`config.mk`:
```
export PLATFORM = sky130hd
export DESIGN_NAME = pci_core_fifo_buffers
export DESIGN_NICKNAME = d
export VERILOG_FILES = /design/src/pci_fifo_pkg.sv /design/src/pci_core_fifo_buffers.sv
export SDC_FILE = /design/constraint.sdc
export NUM_CORES = 2
export LEC_CHECK = 0
export BUFFER_PORTS_ARGS = -buffer_cell sky130_fd_sc_hd__clkbuf_2
export CAP_MARGIN = 5
export CORE_AREA = 2 2 914 916
export DETAILED_ROUTE_END_ITERATION = 10
export DIE_AREA = 0 0 916 918
export GPL_TIMING_DRIVEN = 0
export SETUP_SLACK_MARGIN = 0.3
export SLEW_MARGIN = 20
export SYNTH_ARGS = -nofsm -noshare
export SYNTH_HDL_FRONTEND = slang
export SYNTH_MEMORY_MAX_BITS = 65536
export SYNTH_SLANG_ARGS = --single-unit
export TNS_END_PERCENT = 1
```
`constraint.sdc`:
```
create_clock -name mclk -period 17.7 [get_ports mclk]
set_input_delay 3.54 -clock mclk [delete_from_list [all_inputs] [get_ports mclk]]
set_output_delay 3.54 -clock mclk [all_outputs]
set_load 0.005 [all_outputs]
```
`src/pci_fifo_pkg.sv`:
```
// Purpose: shared types and constants for the PCI core FIFO block
// Assumes: one 20 MHz clock for bus and application sides
// Notes: FIFO index equals the fifo_sel_e code
package pci_fifo_pkg;

  // which of the four FIFOs the bus engine is working on
  typedef enum logic [1:0] {
    SEL_MW = 2'b00, // master write
    SEL_MR = 2'b01, // master read
    SEL_TW = 2'b10, // target write
    SEL_TR = 2'b11  // target read
  } fifo_sel_e;

  typedef enum logic [0:0] {
    BUS_IDLE = 1'b0,
    BUS_DATA = 1'b1
  } bus_state_e;

  // one FIFO entry: 8 byte enables over 64 data bits
  typedef struct packed {
    logic [7:0] ben;
    logic [63:0] data;
  } fifo_word_s;

  // one 32-bit data phase waiting for its partner
  typedef struct packed {
    logic [3:0] ben;
    logic [31:0] data;
  } half_word_s;

  typedef struct packed {
    logic [29:0] rsvd;
    logic tgtUserClk;
    logic mstUserClk;
  } ctrl_s;

  localparam int NUM_FIFOS = 4;
  localparam int FIFO_DEPTH_N = 16;
  localparam int PTR_W = 4;
  localparam int CNT_W = 5;
  localparam logic [4:0] FIFO_FULL_LVL = 5'h10;
  localparam logic [4:0] ALMOST_FULL_LVL = 5'h0C;
  localparam logic [4:0] ALMOST_EMPTY_LVL = 5'h04;
  localparam logic [4:0] CNT_ONE = 5'h01;
  localparam logic [3:0] PTR_ONE = 4'h1;
  // bit set where the application fills the FIFO (MW, TR)
  localparam logic [3:0] APP_WRITES = 4'h9;
  localparam logic [1:0] BURST_LINEAR = 2'h0;
  localparam logic [3:0] ALL_BYTES_L = 4'h0;

  // register offsets on APB
  localparam logic [7:0] CTRL_OFS = 8'h00;
  localparam logic [7:0] STATUS_OFS = 8'h04;
  localparam logic [7:0] BUS_OFS = 8'h08;

endpackage

```
`src/pci_core_fifo_buffers.sv`:
```
// Purpose: four 72-bit FIFOs between PCI engine and application, with flags
// Assumes: PCI pins are on mclk domain but resynchronised by two flops
// Notes: bus-side FIFO choice comes from the core transaction controller
//
// Contract
// - four FIFOs: master and target, each direction
// - each entry is 64 data plus 8 enables
// - pack two 32-bit data phases per entry
// - full, empty, almost-full, almost-empty flags per FIFO
// - application gets its side's flag and almost flag
// - application also sees bus side full/empty
// - flag assignment per operation as tabled
// - application side timing selectable, master and target
// - PCI signals sampled on rising clock edge
// - PCI outputs released during PCI reset
// - address phase then one or more data phases
// - lowest lane is least significant byte
// - burst order 00 linear, others disconnect
// - command in address phase, enables after
// - byte enables valid for whole data phase
// - even parity over address/data and command lines
// - parity valid one clock after driven data
// - master parity on address/writes, target on reads
// - data phase done when both readies asserted
`timescale 1ns/100ps
`default_nettype none

module pci_core_fifo_buffers (
  input wire logic mclk,
  input wire logic rst_b,
  // APB slave
  input wire logic psel,
  input wire logic penable,
  input wire logic pwrite,
  input wire logic [7:0] paddr,
  input wire logic [31:0] pwdata,
  output var logic [31:0] prdata,
  output logic pready,
  output logic pslverr,
  // PCI pins, input halves
  input wire logic pciRst_b,
  input wire logic [31:0] adIn,
  input wire logic [3:0] cbeIn_l,
  input wire logic parIn,
  input wire logic frameIn_l,
  input wire logic irdyIn_l,
  input wire logic trdyIn_l,
  // PCI pins, output halves
  output var logic [31:0] adOut,
  output var logic adOe,
  output var logic [3:0] cbeOut_l,
  output var logic cbeOe,
  output var logic parOut,
  output var logic parOe,
  // core transaction controller
  input wire pci_fifo_pkg::fifo_sel_e busSel,
  input wire logic mstAddrPhase,
  input wire logic [31:0] mstAddr,
  input wire logic [3:0] mstCmd_l,
  output var logic stopReq,
  // application side
  input wire logic mstUserEn,
  input wire logic tgtUserEn,
  input wire logic mwAppWrite,
  input wire pci_fifo_pkg::fifo_word_s mwAppData,
  input wire logic trAppWrite,
  input wire pci_fifo_pkg::fifo_word_s trAppData,
  input wire logic mrAppRead,
  output var pci_fifo_pkg::fifo_word_s mrAppData,
  input wire logic twAppRead,
  output var pci_fifo_pkg::fifo_word_s twAppData,
  // flags
  output logic mst_wr_app_full_l,
  output logic mst_wr_app_almost_full_l,
  output logic mst_wr_bus_empty_l,
  output logic mst_rd_app_empty_l,
  output logic mst_rd_app_almost_empty_l,
  output logic mst_rd_bus_full_l,
  output logic tgt_wr_app_empty_l,
  output logic tgt_wr_app_almost_empty_l,
  output logic tgt_wr_bus_full_l,
  output logic tgt_rd_app_full_l,
  output logic tgt_rd_app_almost_full_l,
  output logic tgt_rd_bus_empty_l
);
  import pci_fifo_pkg::*;

  // pin synchronisers: first stage read only by the second
  logic [31:0] adMeta_r, adS_r;
  logic [3:0] cbeMeta_r, cbeS_r;
  logic [4:0] ctlMeta_r, ctlS_r;
  logic parS, frameS_l, irdyS_l, trdyS_l, pciRstS_b;

  always_ff @(posedge mclk) begin
    if (!rst_b) begin
      adMeta_r <= 32'h0;
      adS_r <= 32'h0;
      cbeMeta_r <= 4'hF;
      cbeS_r <= 4'hF;
      ctlMeta_r <= 5'h0E;
      ctlS_r <= 5'h0E;
    end else begin
      adMeta_r <= adIn;
      adS_r <= adMeta_r;
      cbeMeta_r <= cbeIn_l;
      cbeS_r <= cbeMeta_r;
      ctlMeta_r <= {pciRst_b, frameIn_l, irdyIn_l, trdyIn_l, parIn};
      ctlS_r <= ctlMeta_r;
    end
  end

  assign {pciRstS_b, frameS_l, irdyS_l, trdyS_l, parS} = ctlS_r;
  // PCI reset clears all engine state, not only the outputs
  logic coreRst;
  assign coreRst = !rst_b || !pciRstS_b;

  // registers
  ctrl_s ctrl_r;
  logic parErr_r;
  logic [3:0] cmd_r;
  logic [1:0] burst_r;
  logic [31:0] statusWord;

  // application side enables, per master and target group
  logic mstEn, tgtEn;
  assign mstEn = ctrl_r.mstUserClk ? mstUserEn : 1'b1;
  assign tgtEn = ctrl_r.tgtUserClk ? tgtUserEn : 1'b1;

  // bus transaction tracking
  bus_state_e busState_r;
  logic halfHi_r, dpSeen_r;
  half_word_s loHalf_r;
  logic addrPhase, dpDone, endTxn, popDir, busPush, busPop;

  assign addrPhase = (busState_r == BUS_IDLE) && !frameS_l;
  assign dpDone = (busState_r == BUS_DATA) && !irdyS_l && !trdyS_l;
  assign endTxn = (busState_r == BUS_DATA) && frameS_l && irdyS_l;
  assign popDir = APP_WRITES[busSel];
  assign busPop = popDir && dpDone && halfHi_r;
  assign busPush = !popDir && halfHi_r && (dpDone || endTxn);

  // per-FIFO request vectors, index is the fifo_sel_e code
  logic [3:0] push, pop, appWrReq, appRdReq, grpEn, fullF, emptyF, afF, aeF;
  fifo_word_s appWrData [NUM_FIFOS];
  fifo_word_s headWord [NUM_FIFOS];
  fifo_word_s rdData [NUM_FIFOS];
  fifo_word_s busWord;

  assign appWrReq = {trAppWrite, 1'b0, 1'b0, mwAppWrite};
  assign appRdReq = {1'b0, twAppRead, mrAppRead, 1'b0};
  assign grpEn = {tgtEn, tgtEn, mstEn, mstEn};
  assign appWrData[SEL_MW] = mwAppData;
  assign appWrData[SEL_MR] = '0;
  assign appWrData[SEL_TW] = '0;
  assign appWrData[SEL_TR] = trAppData;

  // second half present, or odd last phase padded with no bytes enabled
  assign busWord.ben = dpDone ? {~cbeS_r, loHalf_r.ben} : {4'h0, loHalf_r.ben};
  assign busWord.data = dpDone ? {adS_r, loHalf_r.data} : {32'h0, loHalf_r.data};

  // four independent FIFOs, each with its own memory
  genvar i;
  generate
    for (i = 0; i < NUM_FIFOS; i++) begin : g_fifo
      fifo_word_s mem [FIFO_DEPTH_N];
      logic [PTR_W-1:0] wp_r, rp_r;
      logic [CNT_W-1:0] cnt_r;
      logic doPush, doPop;

      assign push[i] = APP_WRITES[i] ? (appWrReq[i] && grpEn[i])
                                     : (busPush && (busSel == fifo_sel_e'(i)));
      assign pop[i] = APP_WRITES[i] ? (busPop && (busSel == fifo_sel_e'(i)))
                                    : (appRdReq[i] && grpEn[i]);
      assign fullF[i] = (cnt_r == FIFO_FULL_LVL);
      assign emptyF[i] = (cnt_r == 5'h00);
      assign afF[i] = (cnt_r >= ALMOST_FULL_LVL);
      assign aeF[i] = (cnt_r <= ALMOST_EMPTY_LVL);
      assign doPush = push[i] && !fullF[i];
      assign doPop = pop[i] && !emptyF[i];
      assign headWord[i] = mem[rp_r];
      assign statusWord[i*8 +: 8] = {3'h0, cnt_r};

      // memory carries no reset; pointers, count and read data do
      always_ff @(posedge mclk) begin
        if (doPush) begin
          mem[wp_r] <= APP_WRITES[i] ? appWrData[i] : busWord;
        end
      end

      // pointers and occupancy
      always_ff @(posedge mclk) begin
        if (coreRst) begin
          wp_r <= '0;
          rp_r <= '0;
          cnt_r <= '0;
          rdData[i] <= '0;
        end else begin
          if (doPush) wp_r <= wp_r + PTR_ONE;
          if (doPop) rp_r <= rp_r + PTR_ONE;
          if (doPop) rdData[i] <= mem[rp_r];
          if (doPush && !doPop) cnt_r <= cnt_r + CNT_ONE;
          else if (doPop && !doPush) cnt_r <= cnt_r - CNT_ONE;
        end
      end

      property p_no_overflow;
        @(posedge mclk) disable iff (coreRst)
        push[i] && fullF[i] && !pop[i] |=> (wp_r == $past(wp_r)) && fullF[i];
      endproperty
      a_no_overflow: assert property (p_no_overflow)
        else $error("write to full FIFO was not ignored");

      property p_no_underflow;
        @(posedge mclk) disable iff (coreRst)
        pop[i] && emptyF[i] && !push[i] |=> (rp_r == $past(rp_r)) && emptyF[i];
      endproperty
      a_no_underflow: assert property (p_no_underflow)
        else $error("read from empty FIFO was not ignored");

      property p_count_up;
        @(posedge mclk) disable iff (coreRst)
        push[i] && !pop[i] && (cnt_r == 5'h0B) |=> afF[i] && !fullF[i] ##1 !emptyF[i];
      endproperty
      a_count_up: assert property (p_count_up)
        else $error("almost full not reached at four short of full");
    end
  endgenerate

  assign mrAppData = rdData[SEL_MR];
  assign twAppData = rdData[SEL_TW];

  // flag map: application side first, then bus side
  assign mst_wr_app_full_l = !fullF[SEL_MW];
  assign mst_wr_app_almost_full_l = !afF[SEL_MW];
  assign mst_wr_bus_empty_l = !emptyF[SEL_MW];
  assign mst_rd_app_empty_l = !emptyF[SEL_MR];
  assign mst_rd_app_almost_empty_l = !aeF[SEL_MR];
  assign mst_rd_bus_full_l = !fullF[SEL_MR];
  assign tgt_wr_app_empty_l = !emptyF[SEL_TW];
  assign tgt_wr_app_almost_empty_l = !aeF[SEL_TW];
  assign tgt_wr_bus_full_l = !fullF[SEL_TW];
  assign tgt_rd_app_full_l = !fullF[SEL_TR];
  assign tgt_rd_app_almost_full_l = !afF[SEL_TR];
  assign tgt_rd_bus_empty_l = !emptyF[SEL_TR];

  // transaction state, packing half and captured address-phase fields
  always_ff @(posedge mclk) begin
    if (coreRst) begin
      busState_r <= BUS_IDLE;
      halfHi_r <= 1'b0;
      dpSeen_r <= 1'b0;
      loHalf_r <= '0;
      cmd_r <= 4'hF;
      burst_r <= BURST_LINEAR;
    end else begin
      case (busState_r)
        BUS_IDLE: begin
          if (addrPhase) begin
            busState_r <= BUS_DATA;
            cmd_r <= cbeS_r;
            burst_r <= adS_r[1:0];
            halfHi_r <= 1'b0;
            dpSeen_r <= 1'b0;
          end
        end
        BUS_DATA: begin
          if (endTxn) begin
            busState_r <= BUS_IDLE;
            halfHi_r <= 1'b0;
          end else if (dpDone) begin
            halfHi_r <= !halfHi_r;
            dpSeen_r <= 1'b1;
            if (!halfHi_r) loHalf_r <= '{ben: ~cbeS_r, data: adS_r};
          end
        end
        default: busState_r <= BUS_IDLE;
      endcase
    end
  end

  // non-linear burst order asks for disconnect after the first transfer
  assign stopReq = (busState_r == BUS_DATA) && dpSeen_r && (burst_r != BURST_LINEAR);

  // output drive; the lag of the synchronisers is the price of clean pins
  logic srcData, srcMst;
  half_word_s srcHalf;
  assign srcData = (busState_r == BUS_DATA) && popDir;
  assign srcMst = (busSel == SEL_MW) || (busSel == SEL_MR);
  assign srcHalf = halfHi_r ? '{ben: headWord[busSel].ben[7:4], data: headWord[busSel].data[63:32]}
                            : '{ben: headWord[busSel].ben[3:0], data: headWord[busSel].data[31:0]};

  always_ff @(posedge mclk) begin
    if (coreRst) begin
      adOut <= 32'h0;
      adOe <= 1'b0;
      cbeOut_l <= 4'hF;
      cbeOe <= 1'b0;
      parOut <= 1'b0;
      parOe <= 1'b0;
    end else begin
      if (mstAddrPhase) begin
        adOut <= mstAddr;
        cbeOut_l <= mstCmd_l;
      end else begin
        adOut <= srcHalf.data;
        cbeOut_l <= (busSel == SEL_MR) ? ALL_BYTES_L : ~srcHalf.ben;
      end
      adOe <= mstAddrPhase || srcData;
      cbeOe <= mstAddrPhase || ((busState_r == BUS_DATA) && srcMst);
      parOut <= ^{adOut, cbeOut_l};
      parOe <= adOe;
    end
  end

  // received parity, checked one clock after the data phase
  logic rxPar_r, rxChk_r, parBad;
  always_ff @(posedge mclk) begin
    if (coreRst) begin
      rxPar_r <= 1'b0;
      rxChk_r <= 1'b0;
    end else begin
      rxPar_r <= ^{adS_r, cbeS_r};
      rxChk_r <= dpDone && !popDir;
    end
  end
  assign parBad = rxChk_r && (parS != rxPar_r);

  // APB slave: zero wait states, read data latched in the setup cycle
  logic setup, access, wrAccess, mapped, hitCtrl, hitBus;
  logic [31:0] rdMux;
  assign setup = psel && !penable;
  assign access = psel && penable;
  assign hitCtrl = (paddr == CTRL_OFS);
  assign hitBus = (paddr == BUS_OFS);
  assign mapped = hitCtrl || hitBus || (paddr == STATUS_OFS);
  assign wrAccess = access && pwrite && mapped;
  assign pready = 1'b1;
  assign pslverr = access && !mapped;
  assign rdMux = hitCtrl ? 32'(ctrl_r)
               : hitBus ? {22'h0, burst_r, cmd_r, 3'h0, parErr_r}
               : (paddr == STATUS_OFS) ? statusWord : 32'h0;

  always_ff @(posedge mclk) begin
    if (!rst_b) begin
      ctrl_r <= '0;
      prdata <= 32'h0;
      parErr_r <= 1'b0;
    end else begin
      if (setup && !pwrite) prdata <= rdMux;
      if (wrAccess && hitCtrl) ctrl_r <= ctrl_s'({30'h0, pwdata[1:0]});
      // a new error in the clearing cycle is kept
      if (parBad) parErr_r <= 1'b1;
      else if (wrAccess && hitBus && pwdata[0]) parErr_r <= 1'b0;
    end
  end

  property p_reset_release;
    @(posedge mclk) !pciRstS_b |=> !adOe && !cbeOe && !parOe;
  endproperty
  a_reset_release: assert property (p_reset_release)
    else $error("PCI outputs driven during PCI reset");

  property p_par_follow;
    @(posedge mclk) disable iff (coreRst)
    adOe ##1 !coreRst |-> parOe && (parOut == ^{$past(adOut), $past(cbeOut_l)});
  endproperty
  a_par_follow: assert property (p_par_follow)
    else $error("parity not valid one clock after driven data");

  property p_dp_pack;
    @(posedge mclk) disable iff (coreRst)
    dpDone && !halfHi_r |-> !busPush && !busPop ##1 halfHi_r;
  endproperty
  a_dp_pack: assert property (p_dp_pack)
    else $error("first data phase did not wait for its partner");

  property p_stop_burst;
    @(posedge mclk) disable iff (coreRst)
    dpDone && (burst_r != BURST_LINEAR) |=> stopReq;
  endproperty
  a_stop_burst: assert property (p_stop_burst)
    else $error("no disconnect after first transfer");

  property p_user_clk;
    @(posedge mclk) disable iff (coreRst)
    ctrl_r.mstUserClk && !mstUserEn |-> !push[SEL_MW] && !pop[SEL_MR];
  endproperty
  a_user_clk: assert property (p_user_clk)
    else $error("master application side moved without its enable");

  property p_cmd_capture;
    @(posedge mclk) disable iff (coreRst)
    addrPhase |=> (cmd_r == $past(cbeS_r)) && (busState_r == BUS_DATA);
  endproperty
  a_cmd_capture: assert property (p_cmd_capture)
    else $error("address phase command not captured");

endmodule

`default_nettype wire

```
==> PnR_summary.wiki <==
{| class="wikitable"
! Metric !! Value
|-
| Run status || complete, but fails checks
|-
| Failing checks || antenna rules
|-
| Post-Synth Simple-Gate Area || 2.14%
|-
| Final hold violation count || 0
|-
| Number of instances on the worst hold path || 1
|-
| GRT Total Usage || approximately 15%
|-
| Number of max-slew violations in the final report || 0
|-
| Category of the most critical setup path || input port to flop
|-
| Nets || around 11000
|-
| Clock tree root driver cell || clkbuf_16
|-
| CP endpoint kind || flop
|-
| Internal Pwr Total || just under 20 mW
|-
| Utilization after layout || between 20% and 30%
|-
| Total number of H-tree levels || 6
|-
| Antenna violations before repair || approximately 200
|-
| Leakage power summed over all cells || just over 70 nW
|-
| Pre-CTS setup slack || 7.28 ns
|-
| First-pass GRT wire length || a little under 900000 um
|-
| Clock buffers created by TritonCTS || approximately 540
|-
| Growth of design area from synthesis to finish || 22.3%
|-
| Post-route fraction of the period consumed by the critical path || a little over half
|-
| First-pass iteration count of the detailed router || 8
|-
| Share of post-route cells with drive strength above 1 || a little under a third
|-
| Relative contribution of combinational cells to total power || 1.8%
|-
| Yosys top cell area share || approximately three quarters
|-
| Largest net degree at the start of global routing || 43
|-
| Largest family of logic cells by synthesized area || multiplexers
|-
| Yosys synthesis warning count || 0
|-
| Data arrival time of the worst path || around 10 ns
|-
| Adder-cell share of the synthesized area || less than 1%
|-
| Via density per instance || roughly 4.7
|-
| Worst clock skew || 0.114 ns
|-
| Met1 usage || roughly a fifth
|-
| Crit Path Max Fanout || 11
|-
| Half-perimeter wire length after detailed placement || 496000 um
|-
| Sequential share of power || 52.9%
|-
| Mean post-synth cell area || about 22 sq um
|-
| Number of gates resized after CTS || 0
|-
| TritonCTS sink count || approximately 5000
|-
| Mux cell area share after synthesis || roughly 14%
|-
| Synth Area in XOR/XNOR || less than 1%
|-
| Number of flops mapped to enable cells by yosys || about 4800
|-
| Psw || 5.28 mW
|-
| Clock-pin slew on the worst setup and hold paths || roughly 0.07 ns
|-
| Critical register-to-register path endpoint || adOut[27]
|-
| Prevailing post-synth register cell || edfxtp_1
|-
| Post-synth ARST share || 0%
|-
| Worst-case reg-to-reg path depth || 9
|-
| Fraction of power spent switching nets || 21.5%
|-
| Horizontal die dimension || ~900 um
|-
| GR peak layer || met2
|-
| Reg2Reg Setup Slack || between 10 and 15 ns
|-
| Effective utilization at floorplan || roughly 23%
|-
| Final Wtd Congestion || a little over 0.9
|-
| TritonCTS clock tree || built
|-
| Core region area || roughly 0.83 sq mm
|-
| Number of I/O pins || between 500 and 600
|-
| Share of the synthesized area in compound gates (AO/OA/AOI/OAI) || between 3 and 4%
|-
| Startpoint of the lowest-slack hold path || ctlMeta_r[0]
|-
| Number of buffers inserted by port buffering || ~460
|-
| Least setup slack across all paths after layout || around 8 ns
|-
| Final critical-path required period || 9.68 ns
|-
| MaxCap Viol Count || 0
|-
| Total via count after detailed routing || between 100k and 150k
|-
| # setup viols final || 0
|-
| Die outline area || around 0.84 sq mm
|-
| Number of remaining DRC errors || 0
|-
| Mapped Area || around 0.19 sq mm
|-
| Critical path required time || roughly 19 ns
|-
| Post-Synthesis Cells || around 9000
|-
| Number of global-route vias before repair || a little under 100k
|-
| Iter 0 DRT Violations || 16890
|-
| Actual slew at the worst max-slew pin || 1.38 ns
|-
| Count of nets left with antenna violations after detail routing || 1
|-
| Max-slew headroom || 8.17%
|-
| Fraction of met3 tracks used by global routing || 6.14%
|-
| Power Density || between 100 and 150 mW/mm^2
|-
| WL/cell || ~30 um
|-
| Max Root-Sink Buffers || 4
|-
| Die height || 918 um
|-
| Library cells used by synthesis || 70
|-
| Global-route congestion overflow total || 0
|-
| Biggest area contributors in the synthesized netlist || edfxtp_1 (75%), mux4_2 (14%), dfxtp_1 (2.8%)
|-
| Max VDD drop || between 0.1 and 0.15 mV
|-
| Setup repair after global routing missed its margin || false
|-
| Placement row count || between 300 and 400
|-
| # hold bufs at CTS || 0
|-
| Total wire length after detailed routing || ~670000 um
|-
| Number of buffers inserted to repair setup after CTS || 0
|-
| Clock network latency to the later pin of the worst-skew pair || ~1.2 ns
|-
| Critical path startpoint category || input port
|-
| Sequential area share after synthesis || slightly below 80%
|-
| Endpoint of the worst hold-timing path || ctlS_r[0]
|-
| Fmax || about 100 MHz
|-
| Cell type contributing the most total cell area after synthesis || edfxtp_1
|-
| Proportion of power drawn by the clock network || between 40 and 50%
|-
| Met2 track demand over resource in global routing || around 22%
|-
| Type of the most critical hold path || flop to flop
|-
| Hold slack || just under 0.4 ns
|-
| #FFs+latches synth || 5015
|}
==> cell usage after synthesis, types with 53 or more instances <==
master / count
mux4_2: 1153
mux2i_1: 105
nor3_1: 87
nor2_1: 226
edfxtp_1: 4752
a221oi_1: 81
dfxtp_1: 263
buf_2: 160
xnor2_1: 76
buf_4: 53
nand2_1: 221
o21ai_0: 74
and2_1: 108
a21oi_1: 246
nor2b_1: 55
a22oi_1: 277
a22o_1: 91
clkbuf_1: 228
==> critical path: stages <==
cell and delay (ns):
clkbuf_2 0.28, clkbuf_1 0.39, inv_1 0.46, clkbuf_2 0.37
buf_16 0.21, buf_2 0.68, ha_1 0.87, and3_1 0.27
clkbuf_1 0.86, nand2_1 0.53, nor3_2 0.84, buf_4 0.35
buf_4 0.23, buf_4 0.22, buf_4 0.23
==> how the worst max path moves through the flow <==
stage | end | cells past startpoint | startpoint | slack, ns
floorplan | g_fifo[2].mem[3][0] | 11 | busSel[1] | 6.91
global placement | g_fifo[1].mem[3][42] | 10 | busSel[1] | -3.90
detailed placement | g_fifo[1].mem[3][42] | 15 | busSel[1] | 7.28
CTS | g_fifo[1].mem[3][42] | 15 | busSel[1] | 8.47
global route | g_fifo[1].mem[3][42] | 15 | busSel[1] | 8.19
finish | g_fifo[1].mem[3][42] | 15 | busSel[1] | 8.02
==> sequential cells by signal, indices dropped and copies added (netlist names), 2 cells and up, named ones only <==
| signal | count |
|---|---|
| burst_r | 2 |
| ctlS_r | 5 |
| ctlMeta_r | 5 |
| cbeMeta_r | 4 |
| loHalf_r | 36 |
| ctrl_r | 2 |
| cbeOut_l | 4 |
| adMeta_r | 32 |
| adOut | 32 |
| adS_r | 32 |
| g_fifo.mem | 4608 |
| prdata | 23 |
| g_fifo.wp_r | 16 |
| cbeS_r | 4 |
| g_fifo.rp_r | 16 |
| g_fifo.cnt_r | 20 |
| cmd_r | 4 |
| rdData | 144 |
==> cell families after synthesis <==
group / Yosys count
AND/OR/NAND/NOR: 849
AO/OA/AOI/OAI: 987
flip-flops: 5015
multiplexers: 1286
other: 2
XOR/XNOR: 109
buffers and inverters: 547
adder cells (fa/ha/maj): 44
==> metal layers <==
layer / up-vias / share of wire, % / routed length (um)
met5: - / 0.067 / 452
met4: 44 / 5.7 / 38400
met3: 1100 / 14 / 90800
met2: 6802 / 43 / 292000
met1: 55542 / 37 / 251000
li1: 40365 / - / -
==> power groups by stage <==
stage	Sequential (mW)	Combinational (mW)	Clock [mW]
2_1_floorplan	13.2	0.126	0
3_3_place_gp	13.2	0.394	0
3_5_place_dp	13.2	0.423	0
4_1_cts	13.0	0.424	11.2
5_1_grt	13.0	0.451	11.7
6_report	13.0	0.437	11.1
==> metrics by stage <==
stage               total power, mW  cells  cell area (sq um)  setup TNS, ns
floorplan                      13.3   8847             191000              0
global placement               13.6  20431             207000       -1700.77
detailed placement             13.6  20896             215000              0
CTS                            24.6  21856             232000              0
global route                   25.1  22057             233000              0
finish                         24.5  22152             233000              0
==> cell type report <==
type | count | area [sq um]
diodes | 294 | 736
plain buffers | 524 | 2660
clock buffers | 698 | 14300
clock inverters | 262 | 2940
fillers | 81461 | 597000
inverters | 23 | 86.3
multi-input cells | 3285 | 41000
flip-flops and latches | 5015 | 148000
well taps | 11121 | 13900
repair buffers | 930 | 9480
==> placed cells by master, fill, tap and decap left out, types with 57 or more instances in the layout <==
cell and count:
buf_4 228, buf_12 136, clkbuf_2 492, clkinv_1 88, buf_2 169, a21oi_1 217, clkbuf_1 342, o21ai_0 73
a221oi_1 63, nor3_1 57, xnor2_1 75, nand2_1 219, mux4_2 1153, diode_2 294, a22o_1 91, buf_16 85
and2_1 77, clkbuf_16 543, nor2_1 171, a22oi_1 277, mux2i_1 105, clkinv_2 60, edfxtp_1 4752, buf_6 85
dfxtp_1 227
Power figures use the tool's default switching activity.
